## config.mk

```make
export PLATFORM = sky130hd
export DESIGN_NAME = remote_speed_setpoint
export DESIGN_NICKNAME = d
export VERILOG_FILES = /design/src/rtl/remote_speed_pkg.sv /design/src/rtl/remote_speed_setpoint.sv
export SDC_FILE = /design/constraint.sdc
export NUM_CORES = 1
export LEC_CHECK = 0
export BUFFER_PORTS_ARGS = -buffer_cell sky130_fd_sc_hd__buf_2
export CORE_ASPECT_RATIO = 1.2
export CORE_MARGIN = 3
export CORE_UTILIZATION = 54
export CTS_CLUSTER_DIAMETER = 120
export DETAILED_ROUTE_END_ITERATION = 8
export GPL_ROUTABILITY_DRIVEN = 0
export PLACE_DENSITY = 0.8
export RECOVER_POWER = 50
export SLEW_MARGIN = 20
export SYNTH_ARGS = -nofsm -noshare
export SYNTH_HDL_FRONTEND = slang
export SYNTH_SLANG_ARGS = --single-unit
```

## constraint.sdc

```tcl
create_clock -name sys_clk_i -period 12.6 [get_ports sys_clk_i]
set_input_delay 1.26 -clock sys_clk_i [delete_from_list [all_inputs] [get_ports sys_clk_i]]
set_output_delay 1.26 -clock sys_clk_i [all_outputs]
set_load 0.05 [all_outputs]
```

## src/rtl/remote_speed_pkg.sv

```systemverilog
// What this block does
// - Nonzero remote mode turns raise, lower, clear into setpoint controls only.
// - Mode 1 keeps speed always; mode 2 clears at power-up; mode 3 also at stop.
// - Run input drives motor toward main speed plus stored remote offset.
// - Raise ramps set speed up at the setpoint rise time rate.
// - Lower ramps set speed down at the setpoint fall time rate.
// - Clear discards the remote offset; main speed alone remains.
// - Main speed source is chosen by operating mode and terminal 4 select.
// - While run is on, operating speed follows set speed at run accel and decel rates; with run off it ramps to zero.
// - Remote offset is captured in captured_r when run is released; storage writes the minute sample.
// - With raise and lower idle, sample each minute; in mode 1 write memory if changed.
// - Periodic write decision ignores the clear input.
// - Remote offset is limited between zero and the top speed limit.
// - Modes 1 and 2 let raise and lower change speed without run.
// - Remote function is inhibited during jog or PID control.
// - Clear then power loss within a minute restores the old stored speed.
// - Remote function also works in network operating mode.
// - Ramp rate is reference speed divided by configured time.
// - Fall time value 9999 means use the rise time for falling.
//
// Purpose: constants and types for the remote speed setpoint unit
// Assumes: speeds in r/min, times in units of 0.1 s
// Notes:   one package shared by the design file and the verification files
package remote_speed_pkg;

  localparam int          SPEED_W        = 16;
  localparam int          TIME_W         = 16;
  localparam int          CLK_HZ         = 125_000_000;
  // Ramp step tick every 1 ms
  localparam int          STEP_MS        = 1;
  localparam int          STEP_CYCLES    = CLK_HZ / 1000 * STEP_MS;
  localparam int          STORE_MINUTE_S = 60;
  localparam int          STORE_TICKS    = STORE_MINUTE_S * 1000 / STEP_MS;
  localparam logic [TIME_W-1:0] TIME_SAME_AS_RISE = 16'h270f; // 9999
  localparam logic [SPEED_W-1:0] SPEED_ZERO       = 16'h0000;

  typedef enum logic [1:0] {
    REMOTE_OFF,
    REMOTE_STORED,
    REMOTE_HOLD_ONLY,
    REMOTE_VOLATILE
  } remote_mode_t;

  typedef enum logic [2:0] {
    OPMODE_EXTERNAL,
    OPMODE_PANEL,
    OPMODE_NETWORK,
    OPMODE_COMBINED_3,
    OPMODE_COMBINED_4
  } opmode_t;

  typedef struct packed {
    logic raise_request;
    logic lower_request;
    logic clear_request;
    logic forward_run;
    logic reverse_run;
    logic terminal4_select;
    logic jog_active;
    logic pid_active;
  } contacts_t;

  typedef struct packed {
    logic [TIME_W-1:0]  setpoint_rise_time;
    logic [TIME_W-1:0]  setpoint_fall_time;
    logic [TIME_W-1:0]  run_accel_time;
    logic [TIME_W-1:0]  run_decel_time;
    logic [SPEED_W-1:0] top_speed_limit;
    logic [SPEED_W-1:0] ramp_reference_speed;
  } ramp_cfg_t;

endpackage : remote_speed_pkg

```

## src/rtl/remote_speed_setpoint.sv

```systemverilog
// Purpose: motorized-potentiometer speed setpoint with storage and run ramp
// Assumes: contact inputs asynchronous; nonvolatile store is a write port
// Notes:   ramps use a per-ms fractional accumulator; rate = ref*10/time
`timescale 1ns/100ps
`default_nettype none
module remote_speed_setpoint #(
  parameter int STEP_CYCLES_P = remote_speed_pkg::STEP_CYCLES,
  parameter int STORE_TICKS_P = remote_speed_pkg::STORE_TICKS
) (
  input  wire logic                                 sys_clk_i,
  input  wire logic                                 sys_rst_i,
  input  wire logic                                 clk_en_i,
  input  wire remote_speed_pkg::contacts_t          contacts_i,
  input  wire remote_speed_pkg::remote_mode_t       remote_function_mode_i,
  input  wire remote_speed_pkg::opmode_t            operating_mode_select_i,
  input  wire remote_speed_pkg::ramp_cfg_t          cfg_i,
  input  wire logic [remote_speed_pkg::SPEED_W-1:0] panel_unit_speed_i,
  input  wire logic [remote_speed_pkg::SPEED_W-1:0] terminal2_speed_i,
  input  wire logic [remote_speed_pkg::SPEED_W-1:0] terminal4_speed_i,
  input  wire logic [remote_speed_pkg::SPEED_W-1:0] nv_offset_i,
  output logic [remote_speed_pkg::SPEED_W-1:0]      set_speed_o,
  output logic [remote_speed_pkg::SPEED_W-1:0]      operating_speed_o,
  output logic                                      run_forward_o,
  output logic                                      run_reverse_o,
  output logic                                      multi_speed_enable_o,
  output logic [remote_speed_pkg::SPEED_W-1:0]      nv_write_data_o,
  output logic                                      nv_write_o
);
  import remote_speed_pkg::*;

  contacts_t          meta_r;
  contacts_t          sync_r;
  logic               boot_r;
  logic [31:0]        pre_r;
  logic               tick_r;
  logic [31:0]        minute_r;
  logic [SPEED_W-1:0] offset_r;
  logic [SPEED_W-1:0] main_r;
  logic [SPEED_W-1:0] oper_r;
  logic [31:0]        set_acc_r;
  logic [31:0]        run_acc_r;
  logic               run_d_r;
  logic [SPEED_W-1:0] sample_r;
  logic [SPEED_W-1:0] captured_r;
  logic               idle_d_r;

  logic               remote_on;
  logic               run_now;
  logic               adjust_ok;
  logic [SPEED_W-1:0] main_nxt;
  logic [TIME_W-1:0]  fall_time;
  logic [SPEED_W:0]   target;
  logic [SPEED_W-1:0] goal;
  logic [TIME_W-1:0]  run_tm;

  // Contacts are pins: two flops before use
  always_ff @(posedge sys_clk_i or posedge sys_rst_i) begin
    if (sys_rst_i) begin
      meta_r <= '0;
      sync_r <= '0;
    end else if (clk_en_i) begin
      meta_r <= contacts_i;
      sync_r <= meta_r;
    end
  end

  assign remote_on = (remote_function_mode_i != REMOTE_OFF)
                     && !sync_r.jog_active && !sync_r.pid_active;
  assign run_now   = sync_r.forward_run || sync_r.reverse_run;
  assign adjust_ok = remote_on && (run_now
                     || remote_function_mode_i != REMOTE_VOLATILE);
  assign fall_time = (cfg_i.setpoint_fall_time == TIME_SAME_AS_RISE)
                     ? cfg_i.setpoint_rise_time : cfg_i.setpoint_fall_time;

  always_comb begin
    unique case (operating_mode_select_i)
      OPMODE_PANEL, OPMODE_NETWORK: main_nxt = panel_unit_speed_i;
      OPMODE_COMBINED_3: main_nxt = sync_r.terminal4_select ? terminal4_speed_i : SPEED_ZERO;
      OPMODE_EXTERNAL, OPMODE_COMBINED_4:
        main_nxt = sync_r.terminal4_select ? terminal4_speed_i : terminal2_speed_i;
      default: main_nxt = SPEED_ZERO;
    endcase
  end

  // Saturate main+offset into the speed width
  always_comb begin
    target = {1'b0, main_r} + {1'b0, offset_r};
    if (target[SPEED_W]) target = {1'b0, {SPEED_W{1'b1}}};
  end

  // Millisecond prescaler shared by ramps and minute timer
  always_ff @(posedge sys_clk_i or posedge sys_rst_i) begin
    if (sys_rst_i) begin
      pre_r  <= '0;
      tick_r <= 1'b0;
    end else if (clk_en_i) begin
      tick_r <= (pre_r == 32'(STEP_CYCLES_P - 1));
      pre_r  <= (pre_r == 32'(STEP_CYCLES_P - 1)) ? '0 : pre_r + 32'd1;
    end
  end

  always_ff @(posedge sys_clk_i or posedge sys_rst_i) begin
    if (sys_rst_i) main_r <= '0;
    else if (clk_en_i) main_r <= main_nxt;
  end

  // Step a speed by 1 once the per-ms sums of ref*10 reach time_ds*1000; the step clears the fraction
  function automatic logic [31:0] acc_add(input logic [31:0] acc,
                                          input logic [SPEED_W-1:0] ref_spd);
    acc_add = acc + 32'(ref_spd) * 32'd10;
  endfunction : acc_add

  function automatic logic [31:0] acc_div(input logic [TIME_W-1:0] t);
    acc_div = (t == '0) ? 32'd1 : 32'(t) * 32'd1000;
  endfunction : acc_div

  // Remote offset: raise, lower, clear, mode revert, power-up restore
  always_ff @(posedge sys_clk_i or posedge sys_rst_i) begin
    if (sys_rst_i) begin
      offset_r  <= '0;
      set_acc_r <= '0;
      boot_r    <= 1'b1;
    end else if (clk_en_i) begin
      boot_r <= 1'b0;
      if (boot_r) begin
        offset_r <= (remote_function_mode_i == REMOTE_STORED) ? nv_offset_i : SPEED_ZERO;
      end else if (!remote_on) begin
        set_acc_r <= '0;
      end else if (sync_r.clear_request) begin
        offset_r  <= SPEED_ZERO;
        set_acc_r <= '0;
      end else if (run_d_r && !run_now && remote_function_mode_i == REMOTE_VOLATILE) begin
        offset_r <= SPEED_ZERO;
      end else if (adjust_ok && tick_r && (sync_r.raise_request ^ sync_r.lower_request)) begin
        if (set_acc_r + 32'(cfg_i.ramp_reference_speed) * 32'd10
            >= acc_div(sync_r.raise_request ? cfg_i.setpoint_rise_time : fall_time)) begin
          set_acc_r <= '0;
          if (sync_r.raise_request) begin
            offset_r <= (offset_r >= cfg_i.top_speed_limit) ? cfg_i.top_speed_limit
                        : offset_r + 16'h0001;
          end else begin
            offset_r <= (offset_r == SPEED_ZERO) ? SPEED_ZERO : offset_r - 16'h0001;
          end
        end else begin
          set_acc_r <= acc_add(set_acc_r, cfg_i.ramp_reference_speed);
        end
      end
    end
  end

  always_comb begin
    goal   = run_now ? (remote_on ? target[SPEED_W-1:0] : main_r) : SPEED_ZERO;
    run_tm = (goal > oper_r) ? cfg_i.run_accel_time : cfg_i.run_decel_time;
  end

  // Operating speed ramps toward set speed while running
  always_ff @(posedge sys_clk_i or posedge sys_rst_i) begin
    if (sys_rst_i) begin
      oper_r    <= '0;
      run_acc_r <= '0;
    end else if (clk_en_i && tick_r) begin
      if (goal == oper_r) begin
        run_acc_r <= '0;
      end else if (run_acc_r + 32'(cfg_i.ramp_reference_speed) * 32'd10 >= acc_div(run_tm)) begin
        run_acc_r <= '0;
        oper_r    <= (goal > oper_r) ? oper_r + 16'h0001 : oper_r - 16'h0001;
      end else begin
        run_acc_r <= acc_add(run_acc_r, cfg_i.ramp_reference_speed);
      end
    end
  end

  // Storage: capture at run release, minute compare-and-write once idle
  always_ff @(posedge sys_clk_i or posedge sys_rst_i) begin
    if (sys_rst_i) begin
      run_d_r    <= 1'b0;
      idle_d_r   <= 1'b1;
      minute_r   <= '0;
      sample_r   <= '0;
      captured_r <= '0;
      nv_write_o <= 1'b0;
      nv_write_data_o <= '0;
    end else if (clk_en_i) begin
      run_d_r    <= run_now;
      idle_d_r   <= !(sync_r.raise_request || sync_r.lower_request);
      nv_write_o <= 1'b0;
      if (run_d_r && !run_now) captured_r <= offset_r;
      // Sample starts as the restored word, else a clear to zero is never written
      if (boot_r) begin
        sample_r <= (remote_function_mode_i == REMOTE_STORED) ? nv_offset_i : SPEED_ZERO;
      end else if (sync_r.raise_request || sync_r.lower_request || !idle_d_r) begin
        minute_r <= '0;
      end else if (tick_r) begin
        if (minute_r == 32'(STORE_TICKS_P - 1)) begin
          minute_r <= '0;
          sample_r <= offset_r;
          if (offset_r != sample_r && remote_function_mode_i == REMOTE_STORED) begin
            nv_write_o      <= 1'b1;
            nv_write_data_o <= offset_r;
          end
        end else begin
          minute_r <= minute_r + 32'd1;
        end
      end
    end
  end

  always_ff @(posedge sys_clk_i or posedge sys_rst_i) begin
    if (sys_rst_i) begin
      set_speed_o          <= '0;
      operating_speed_o    <= '0;
      run_forward_o        <= 1'b0;
      run_reverse_o        <= 1'b0;
      multi_speed_enable_o <= 1'b1;
    end else if (clk_en_i) begin
      set_speed_o          <= remote_on ? target[SPEED_W-1:0] : main_r;
      operating_speed_o    <= oper_r;
      run_forward_o        <= sync_r.forward_run;
      run_reverse_o        <= sync_r.reverse_run && !sync_r.forward_run;
      multi_speed_enable_o <= (remote_function_mode_i == REMOTE_OFF);
    end
  end

  AST_OFFSET_LIMIT: assert property (@(posedge sys_clk_i) disable iff (sys_rst_i)
    clk_en_i && !boot_r && offset_r <= cfg_i.top_speed_limit
      |=> offset_r <= cfg_i.top_speed_limit || $changed(cfg_i.top_speed_limit))
    else $error("Offset above limit");
  AST_CLEAR: assert property (@(posedge sys_clk_i) disable iff (sys_rst_i)
    clk_en_i && !boot_r && remote_on && sync_r.clear_request |=> offset_r == SPEED_ZERO)
    else $error("Clear did not zero offset");
  AST_MULTI: assert property (@(posedge sys_clk_i) disable iff (sys_rst_i)
    clk_en_i && remote_function_mode_i != REMOTE_OFF |=> !multi_speed_enable_o)
    else $error("Multi-speed enabled in remote mode");
  AST_INHIBIT: assert property (@(posedge sys_clk_i) disable iff (sys_rst_i)
    clk_en_i && !boot_r && (sync_r.jog_active || sync_r.pid_active) |=> $stable(offset_r))
    else $error("Offset moved during jog or PID");
  AST_CAPTURE: assert property (@(posedge sys_clk_i) disable iff (sys_rst_i)
    clk_en_i && run_d_r && !run_now |=> captured_r == $past(offset_r))
    else $error("Run release not captured");
  AST_WRITE_CHANGED: assert property (@(posedge sys_clk_i) disable iff (sys_rst_i)
    $rose(nv_write_o) |-> nv_write_data_o == sample_r && nv_write_data_o != $past(sample_r))
    else $error("Write without change");
  AST_WRITE_IDLE: assert property (@(posedge sys_clk_i) disable iff (sys_rst_i)
    $rose(nv_write_o) |-> $past(!sync_r.raise_request && !sync_r.lower_request))
    else $error("Write while adjusting");
  AST_VOLATILE_STOP: assert property (@(posedge sys_clk_i) disable iff (sys_rst_i)
    clk_en_i && !boot_r && remote_on && run_d_r && !run_now
      && remote_function_mode_i == REMOTE_VOLATILE |=> offset_r == SPEED_ZERO)
    else $error("Mode 3 kept offset after stop");

endmodule : remote_speed_setpoint
`default_nettype wire

```

==> impl_metrics.csv, run 1 <==
group,metric,value,unit
outcome,outcome,"complete, but fails checks",
outcome,violations,"capacitance limit, slew limit",
floorplan,rows,84,
global_route,grt_max_degree,105,
setup_path,rr_startpoint,"offset_r[0]",
synth,synthCells,2650,
drt,dr.pass1.iters,6,
synth,synth_edf_count,0,
floorplan,io_pins,228,
drt,wl_met1,26.7,mm
floorplan,fp.dieH,238,um
setup_path,regToRegSetupSlack,0.72,ns
flow_run,max-cap-violations,5,
layout,fin_util,61.6,%
clock_tree,ctsHtreeMaxLevel,1,
layout,area_growth,11.9,%
setup_path,worstSetupEndpointType,"flop",
setup_path,cp_max_fo,15,
drt,drcViolationCount,0,
clock_tree,clkLatencyLatePin,0.57,ns
power_and_ir_drop,finalPower,5.53,mW
drt,viasPerCell,6.14,
setup_path,required,13.08,ns
synth,syn-mean-instance-area,9.17,um^2
synth,synth.top_cell.area_share,26.7,%
sta,period_share,94.3,%
synth,ys_seq_area_share,27.0,%
clock_tree,clk_pin_slew,0.06,ns
global_route,grt_pass1_vias,21800,
layout,nNetsFinal,3446,
sta,slew_viol_final,322,
clock_tree,cts_tree,"built",
global_route,grt_pass1_wl,107,mm
setup_path,reg2reg_to,"run_acc_r[16]",
setup_path,critPathKind,"flop to flop",
drt,drtIter0Drc,1657,
drt,vias,21200,
worst_hold_path,hold_class,"flop to flop",
global_route,grt-ovfl-total,0,
sta,final.setup.tns,0,ns
layout,nFillCells,3654,
power_and_ir_drop,powerDensity,203,nW/um^2
drt,dr_wl_met3,3.30,mm
sta,fin_skew,0.0199,ns
clock_tree,clk_path_buf_depth,3,
synth,ys_async_sr_fraction,100,%
floorplan,start_util,55.0,%
synth,synth.distinct_cells,81,
placement,hpwl,50.4,mm
synth,synth_ff_type,"dfrtp_1",
setup_path,max_stage_delay,0.53,ns
global_route,antenna_found_initial,0,
layout,fin_area,27200,um^2
drt,drt-total-wl,65.2,mm
sta,hold_ws,0.483,ns
global_route,grt.total_usage,27.1,%
clock_tree,clkSinkCount,262,
floorplan,fp.dieArea,47600,um^2
synth,ys_warn_count,0,
sta,tightest_slew,4.55,ns
setup_path,cp_common_cell,"fa_1",
drt,ant_nets,0,
setup_path,startpoint,"offset_r[0]",
synth,synthTopCellsByCount,"ha_1, dfrtp_1, nand2_1, inv_1, nor2_1",
floorplan,die_width,200,um
sta,finalCriticalPeriod,11.88,ns
synth,synth-seq-cells,262,
placement,io_buffers,227,
drt,routed_wire_length_per_instance,18.9,um
synth,synth_area_leader_cell,"dfrtp_1",
layout,ff_latch_area,6560,um^2
layout,drive_gt1_share,12.4,%
setup_path,worstSetupEndpoint,"run_acc_r[16]",
setup_path,cp-start-kind,"flop",
clock_tree,cts_root_buf,"clkbuf_16",
floorplan,coreArea,44100,um^2
sta,hold_viol,0,
layout,multi_input_area,16700,um^2
placement,place_area,26200,um^2
drt,top_layer,"met4",
sta,fmax,84.2,MHz
drt,met2WireLength,32.5,mm
synth,syn-num-nets,3230,
sta,rsz0062_at_grt,"false",
power_and_ir_drop,p_leak,13.2,nW
power_and_ir_drop,ir_drop,0.212,mV
synth,synth_area_leaders,"dfrtp_1, ha_1, fa_1, xnor2_1, nand2_1",
synth,syn_area,24300,um^2
clock_tree,cts_buffers,29,
sta,slew_headroom,-205,%
sta,setup_viol,0,
setup_path,worstPathArrival,12.36,ns
setup_path,r2r_cells,44,
setup_path,slowest_stage,"fa_1",
layout,n_antenna_cell,0,
synth,synth_most_common_cell,"ha_1",
[worst max-delay path, delay by kind of cell (launching register included)]
kind                     cells  cell delay [ns]
AND/OR/NAND/NOR             11             1.91
multiplexers                 1             0.46
adder cells (fa/ha/maj)      9             3.77
AO/OA/AOI/OAI               17             4.16
buffers and inverters        5             0.81
XOR/XNOR                     1             0.14
flip-flops                   1             0.51
[cells by family (layout without fill, tap and decap cells)]
logic type,Yosys count,in the layout,synth area share [%]
DFF,262,262,27.0
xor gates and xnor gates,217,217,7.82
and+or+nand+nor,786,786,15.8
adders and majority gates,404,404,24.1
AOI/OAI and AO/OA,583,583,16.1
buffers and inverters,293,532,4.59
muxes,105,105,4.63
[per-layer routing]
layer / global-route usage [%] / up-vias
li1: - / 9930
met1: 33.2 / 10300
met2: 48.9 / 766
met3: 2.53 / 209
met4: 10.7 / 0
met5: 0 / -
[cell usage in the layout (no fill, tap or decap), types with 81 or more instances in the layout]
cell type and instances:
nor2_1 171, dfrtp_1 259, nand2_1 227, inv_1 207
a21oi_1 133, nand3_1 81, xnor2_1 129, buf_2 177
fa_1 107, xor2_1 88, ha_1 297, o21ai_0 125
[layout make-up]
class | instances | area share [%]
Inverter | 209 | 2.89
Clock buffer | 36 | 2.84
Tap cell | 559 | 2.57
Sequential cell | 262 | 24.1
Timing Repair Buffer | 269 | 5.11
Clock inverter | 18 | 0.907
Multi-Input combinational cell | 2095 | 61.5
[power by group]
part	total (mW)	internal (mW)	switching, mW
registers	0.996	0.902	0.0936
logic	3.61	1.57	2.04
clock network	0.924	0.543	0.380
[worst min-delay path by stage]
stage,startpoint,end,slack (ns),depth (start not counted)
after floorplan,pre_r[31],pre_r[31],0.45,1
after global placement,nv_write_data_o[12],nv_write_data_o[12],0.46,2
after detailed placement,nv_write_data_o[1],nv_write_data_o[1],0.47,2
after CTS,pre_r[31],pre_r[31],0.49,1
after global routing,operating_speed_o[8],operating_speed_o[8],0.51,1
final,pre_r[31],pre_r[31],0.48,1
[through the flow]
stage	setup slack (ns)	cells
after global routing	0.0957	3448
final	0.719	3448
after floorplan	0.962	2650
after global placement	0.417	3389
after CTS	0.0251	3443
after detailed placement	-0.00582	3389
[sequential cells by signal, summed over array words and instances, names as in the netlist, 8 cells and up]
name	count
oper_r	16
pre_r	32
offset_r	16
meta_r	8
minute_r	32
sync_r	8
set_speed_o	16
run_acc_r	31
set_acc_r	31
operating_speed_o	16
main_r	16
sample_r	16
nv_write_data_o	16
[repair_timing]
item                                    in CTS  in global routing
pin swaps                                    0                  2
gates cloned                                 0                  0
hold buffers                                 0                  0
endpoints found under the setup margin       2                 41
gates resized for setup                      1                  7
setup buffers                                0                  5
Note: power is estimated with default switching activity, not from simulation.
==> run 2: changes to the inputs <==
==> constraint.sdc (replaced) <==
create_clock -name sys_clk_i -period 12.6 [get_ports sys_clk_i]
set_input_delay 1.89 -clock sys_clk_i [delete_from_list [all_inputs] [get_ports sys_clk_i]]
set_output_delay 1.89 -clock sys_clk_i [all_outputs]
set_load 0.05 [all_outputs]
==> impl_metrics.csv, run 2 (synthesized netlist as in run 1, its figures left out) <==
group,metric,value,unit
outcome,outcome,"complete, but fails checks",
outcome,violations,"capacitance limit, slew limit",
layout,mostFrequentLayoutCell,"ha_1",
setup_path,worstPathArrival,12.33,ns
clock_tree,cts_tree,"built",
worst_hold_path,hold_end,"pre_r[31]",
global_route,grt-ovfl-total,0,
drt,drcViolationCount,0,
clock_tree,ctsHtreeMaxLevel,1,
floorplan,die_width,200,um
power_and_ir_drop,ir_drop,0.188,mV
sta,tightest_slew,4.70,ns
setup_path,cp-start-kind,"flop",
clock_tree,cts_buffers,28,
sta,fmax,84.1,MHz
floorplan,coreArea,44100,um^2
layout,area_growth,11.6,%
sta,slew_viol_final,335,
global_route,grt_pass1_wl,105,mm
setup_path,regToRegSetupSlack,0.72,ns
layout,nNetsFinal,3450,
sta,slew_headroom,-215,%
layout,drive_gt1_share,12.6,%
floorplan,start_util,55.0,%
drt,top_layer,"met4",
clock_tree,clkSinkCount,262,
sta,fin_skew,0.0226,ns
power_and_ir_drop,p_leak,13.2,nW
placement,io_buffers,227,
worst_hold_path,hold_class,"flop to flop",
sta,hold_ws,0.481,ns
sta,setup_slack,0.715,ns
layout,largestRegisters,"minute_r x32, pre_r x32",
floorplan,fp.dieH,238,um
placement,place_area,26200,um^2
floorplan,rows,84,
drt,drtIter0Drc,1614,
setup_path,cp_common_cell,"fa_1",
drt,dr.pass1.iters,8,
setup_path,required,13.05,ns
sta,final.setup.tns,0,ns
drt,dr_wl_met3,3.52,mm
setup_path,worstSetupEndpointType,"flop",
setup_path,reg2reg_to,"oper_r[1]",
clock_tree,clk_path_buf_depth,3,
drt,routed_wire_length_per_instance,18.7,um
sta,period_share,94.3,%
setup_path,cp_max_fo,15,
setup_path,critPathKind,"flop to flop",
clock_tree,clkLatencyLatePin,0.56,ns
layout,n_antenna_cell,0,
floorplan,io_pins,228,
clock_tree,cts_root_buf,"clkbuf_16",
power_and_ir_drop,powerDensity,200,nW/um^2
flow_run,max-cap-violations,5,
global_route,grt.total_usage,26.4,%
drt,wl_met1,26.3,mm
global_route,grt_max_degree,109,
floorplan,fp.dieArea,47600,um^2
sta,finalCriticalPeriod,11.88,ns
layout,mostFrequentLayoutCells,"ha_1, dfrtp_1, nand2_1, inv_1, buf_2",
sta,hold_viol,0,
drt,drt-total-wl,64.4,mm
sta,setup_viol,0,
global_route,grt_pass1_vias,21900,
worst_hold_path,min_from,"pre_r[31]",
layout,fin_util,61.4,%
global_route,antenna_found_initial,0,
worst_hold_path,holdPathStages,1,
setup_path,slowest_stage,"fa_1",
clock_tree,clk_pin_slew,0.06,ns
drt,vias,21200,
drt,viasPerCell,6.13,
placement,hpwl,49.9,mm
placement,pre_cts_slack,-0.137,ns
drt,ant_nets,0,
setup_path,rr_startpoint,"offset_r[0]",
drt,met2WireLength,31.2,mm
setup_path,r2r_cells,44,
setup_path,max_stage_delay,0.57,ns
layout,fin_area,27100,um^2
run 2: cell count changes in the layout (fill, tap and decap cells not counted), moves of 4 or more:
cell	previous run	this run
inv_6	5	0
bufinv_16	5	1
clkbuf_8	2	7
buf_2	177	181
buf_4	36	42
run 2: where the power goes:
part           switching (mW)  leakage [nW]  internal, mW
sequential             0.0944          3.37         0.903
combinational            2.03          9.40          1.57
clock                   0.351         0.454         0.482
run 2: metrics by stage:
| stage | cells | total power, mW |
|---|---|---|
| global placement | 3394 | 4.40 |
| finish | 3451 | 5.43 |
| global route | 3451 | 5.97 |
| CTS | 3449 | 5.41 |
| floorplan | 2650 | 3.75 |
| detailed placement | 3394 | 4.54 |
run 2: routing by layer:
layer / up-vias / global-route usage (%)
met5: - / 0
met3: 248 / 2.99
met4: 0 / 12.9
met2: 794 / 46.5
met1: 10200 / 32.2
li1: 9925 / -
run 2: how the worst max path moves through the flow:
stage               cells past startpoint   endpoint  slack [ns]                 startpoint
floorplan                              39  oper_r[1]        0.56  remote_function_mode_i[1]
global placement                       40  oper_r[1]        0.31  remote_function_mode_i[1]
detailed placement                     43  oper_r[1]       -0.14                offset_r[0]
CTS                                    45  oper_r[1]        0.02                offset_r[0]
global route                           47  oper_r[1]      -0.006                offset_r[0]
finish                                 44  oper_r[1]        0.72                offset_r[0]
run 2: final cells by class:
class	count	area, um^2
fillers	3643	17000
inverters	209	786
repair buffers	274	1430
well taps	559	699
multi-input cells	2095	16700
flip-flops and latches	262	6560
clock buffers	43	848
clock inverters	9	75.1
run 2: timing repair:
item | 4_1_cts | 5_1_grt
pin swaps | 2 | 1
resized for setup | 0 | 8
endpoints found under the setup margin | 25 | 41
setup buffers | 3 | 2
hold buffers | 0 | 0
run 2: worst max-delay path, delay by kind of cell, from the launching register on:
kind / cells / cell delay [ns]
AOI/OAI and AO/OA: 19 / 4.53
adders and majority gates: 9 / 3.62
buffers and inverters: 5 / 0.67
DFF: 1 / 0.51
muxes: 2 / 0.74
and+or+nand+nor: 9 / 1.68
==> run 3: changes to the inputs <==
--- a/config.mk
+++ b/config.mk
@@ -12,8 +12,7 @@
 export CTS_CLUSTER_DIAMETER = 120
 export DETAILED_ROUTE_END_ITERATION = 8
 export GPL_ROUTABILITY_DRIVEN = 0
-export PLACE_DENSITY = 0.8
-export RECOVER_POWER = 50
+export PLACE_DENSITY = 0.72
 export SLEW_MARGIN = 20
 export SYNTH_ARGS = -nofsm -noshare
 export SYNTH_HDL_FRONTEND = slang
==> impl_metrics.csv, run 3 (synthesized netlist as in run 1, its figures left out) <==
group,metric,value,unit
clock_tree,ctsHtreeMaxLevel,1,
power_and_ir_drop,p_leak,13.4,nW
layout,stdcell_count,3450,
sta,hold_viol,0,
power_and_ir_drop,ir_drop,0.202,mV
clock_tree,cts_tree,"built",
drt,routed_wire_length_per_instance,18.8,um
sta,slew_viol_final,0,
sta,fmax,85.7,MHz
global_route,grt.total_usage,26.9,%
sta,fin_skew,0.0171,ns
layout,n_antenna_cell,0,
sta,slew_headroom,27.5,%
floorplan,die_width,200,um
global_route,grt_pass1_wl,106,mm
floorplan,io_pins,228,
clock_tree,cts_root_buf,"clkbuf_16",
clock_tree,ctsHoldBuffers,0,
drt,viasPerCell,6.08,
layout,drive_gt1_share,14.3,%
floorplan,fp.dieArea,47600,um^2
layout,nFillCells,3778,
setup_path,worstPathArrival,12.12,ns
sta,period_share,92.6,%
outcome,outcome,"finished, final reports clean",
clock_tree,cts_buffers,29,
setup_path,slowest_stage,"fa_1",
setup_path,worstSetupEndpointType,"flop",
layout,ff_latch_area,6560,um^2
global_route,grt-ovfl-total,0,
worst_hold_path,hold_class,"flop to flop",
sta,setup_viol,0,
setup_path,max_stage_delay,0.53,ns
floorplan,start_util,55.0,%
setup_path,cp_max_fo,15,
layout,nNetsFinal,3448,
drt,drtIter0Drc,1195,
flow_run,max-cap-violations,0,
drt,ant_nets,0,
drt,drcViolationCount,0,
clock_tree,clk_path_buf_depth,3,
drt,vias,21000,
clock_tree,clkSinkCount,262,
drt,dr.pass1.iters,7,
sta,setup_slack,0.932,ns
power_and_ir_drop,powerDensity,201,nW/um^2
sta,finalCriticalPeriod,11.67,ns
setup_path,critPathKind,"flop to flop",
setup_path,required,13.06,ns
layout,fin_util,61.7,%
placement,hpwl,50.4,mm
layout,mostFrequentLayoutCell,"ha_1",
layout,largestRegisters,"minute_r x32, pre_r x32",
sta,tightest_slew,1.09,ns
setup_path,cp-start-kind,"flop",
floorplan,coreArea,44100,um^2
clock_tree,clk_pin_slew,0.07,ns
layout,area_growth,12.1,%
clock_tree,clkLatencyLatePin,0.58,ns
layout,mostFrequentLayoutCells,"ha_1, dfrtp_1, nand2_1, buf_2, inv_1",
placement,pre_cts_slack,-0.0375,ns
global_route,antenna_found_initial,0,
global_route,grt_pass1_vias,21500,
placement,dpl.cell_count,3394,
power_and_ir_drop,finalPower,5.48,mW
drt,drt-total-wl,64.7,mm
floorplan,fp.dieH,238,um
sta,rsz0062_at_grt,"false",
setup_path,cp_common_cell,"ha_1",
layout,multi_input_area,16700,um^2
floorplan,rows,84,
global_route,grt_max_degree,136,
placement,io_buffers,227,
==> run 3: cell types whose count changed in the layout (fill, tap and decap cells not counted), sizes merged <==
cell,previous run,this run
clkinvlp,3,1
bufinv,1,2
buf,224,271
clkbuf,93,41
inv,207,212
==> run 3: timing repair <==
action	in CTS	in global routing
gates resized for setup	0	9
buffers inserted	2	0
pin swaps	1	0
setup endpoints to repair	8	41
==> run 3: per-stage QoR <==
stage          TNS (ns)  area [um^2]  hold slack [ns]
2_1_floorplan         0        24300            0.447
3_3_place_gp          0        26200            0.465
3_5_place_dp    -0.0868        26200            0.470
4_1_cts               0        27200            0.487
5_1_grt               0        27200            0.503
6_report              0        27200            0.481
==> run 3: worst max-delay path, delay by kind of cell (launching register included) <==
family / cells / cell delay (ns)
xor+xnor: 2 / 0.37
compound gates: 15 / 3.44
flops: 1 / 0.49
buf+inv: 4 / 0.63
fa+ha+maj: 9 / 3.48
simple gates: 13 / 2.33
mux: 2 / 0.78
==> run 3: worst paths after layout <==
check                             start       endpoint  slack (ns)  cells after the start
max                         offset_r[0]      oper_r[1]        0.93                     45
min                        run_acc_r[8]   run_acc_r[8]        0.48                      2
max reg2reg                 offset_r[0]      oper_r[1]        0.93                     45
min reg2reg                run_acc_r[8]   run_acc_r[8]        0.48                      2
max in group asynchronous     sys_rst_i  set_acc_r[10]        9.21                      4
min in group asynchronous     sys_rst_i     main_r[10]        1.51                      2
==> run 3: final cells by class <==
class                           instances  area share, %
Clock inverter                         13          0.556
Timing Repair Buffer                  271           5.41
Clock buffer                           41           3.05
Tap cell                              559           2.57
Sequential cell                       262           24.1
Inverter                              209           2.91
Multi-Input combinational cell       2095           61.4
==> run 3: power breakdown <==
part,switching [mW],total (mW),internal (mW)
Sequential,0.0879,0.990,0.902
Clock,0.377,0.883,0.506
Combinational,2.03,3.61,1.58
Total,2.50,5.48,2.99
==> run 3: per-layer routing <==
metal / up-vias / GRT usage (%) / routed length, um
li1: 9932 / - / -
met1: 10100 / 33.9 / 26300
met2: 706 / 46.9 / 31700
met3: 180 / 2.68 / 3570
met4: 0 / 11.9 / 3090
met5: - / 0 / 0
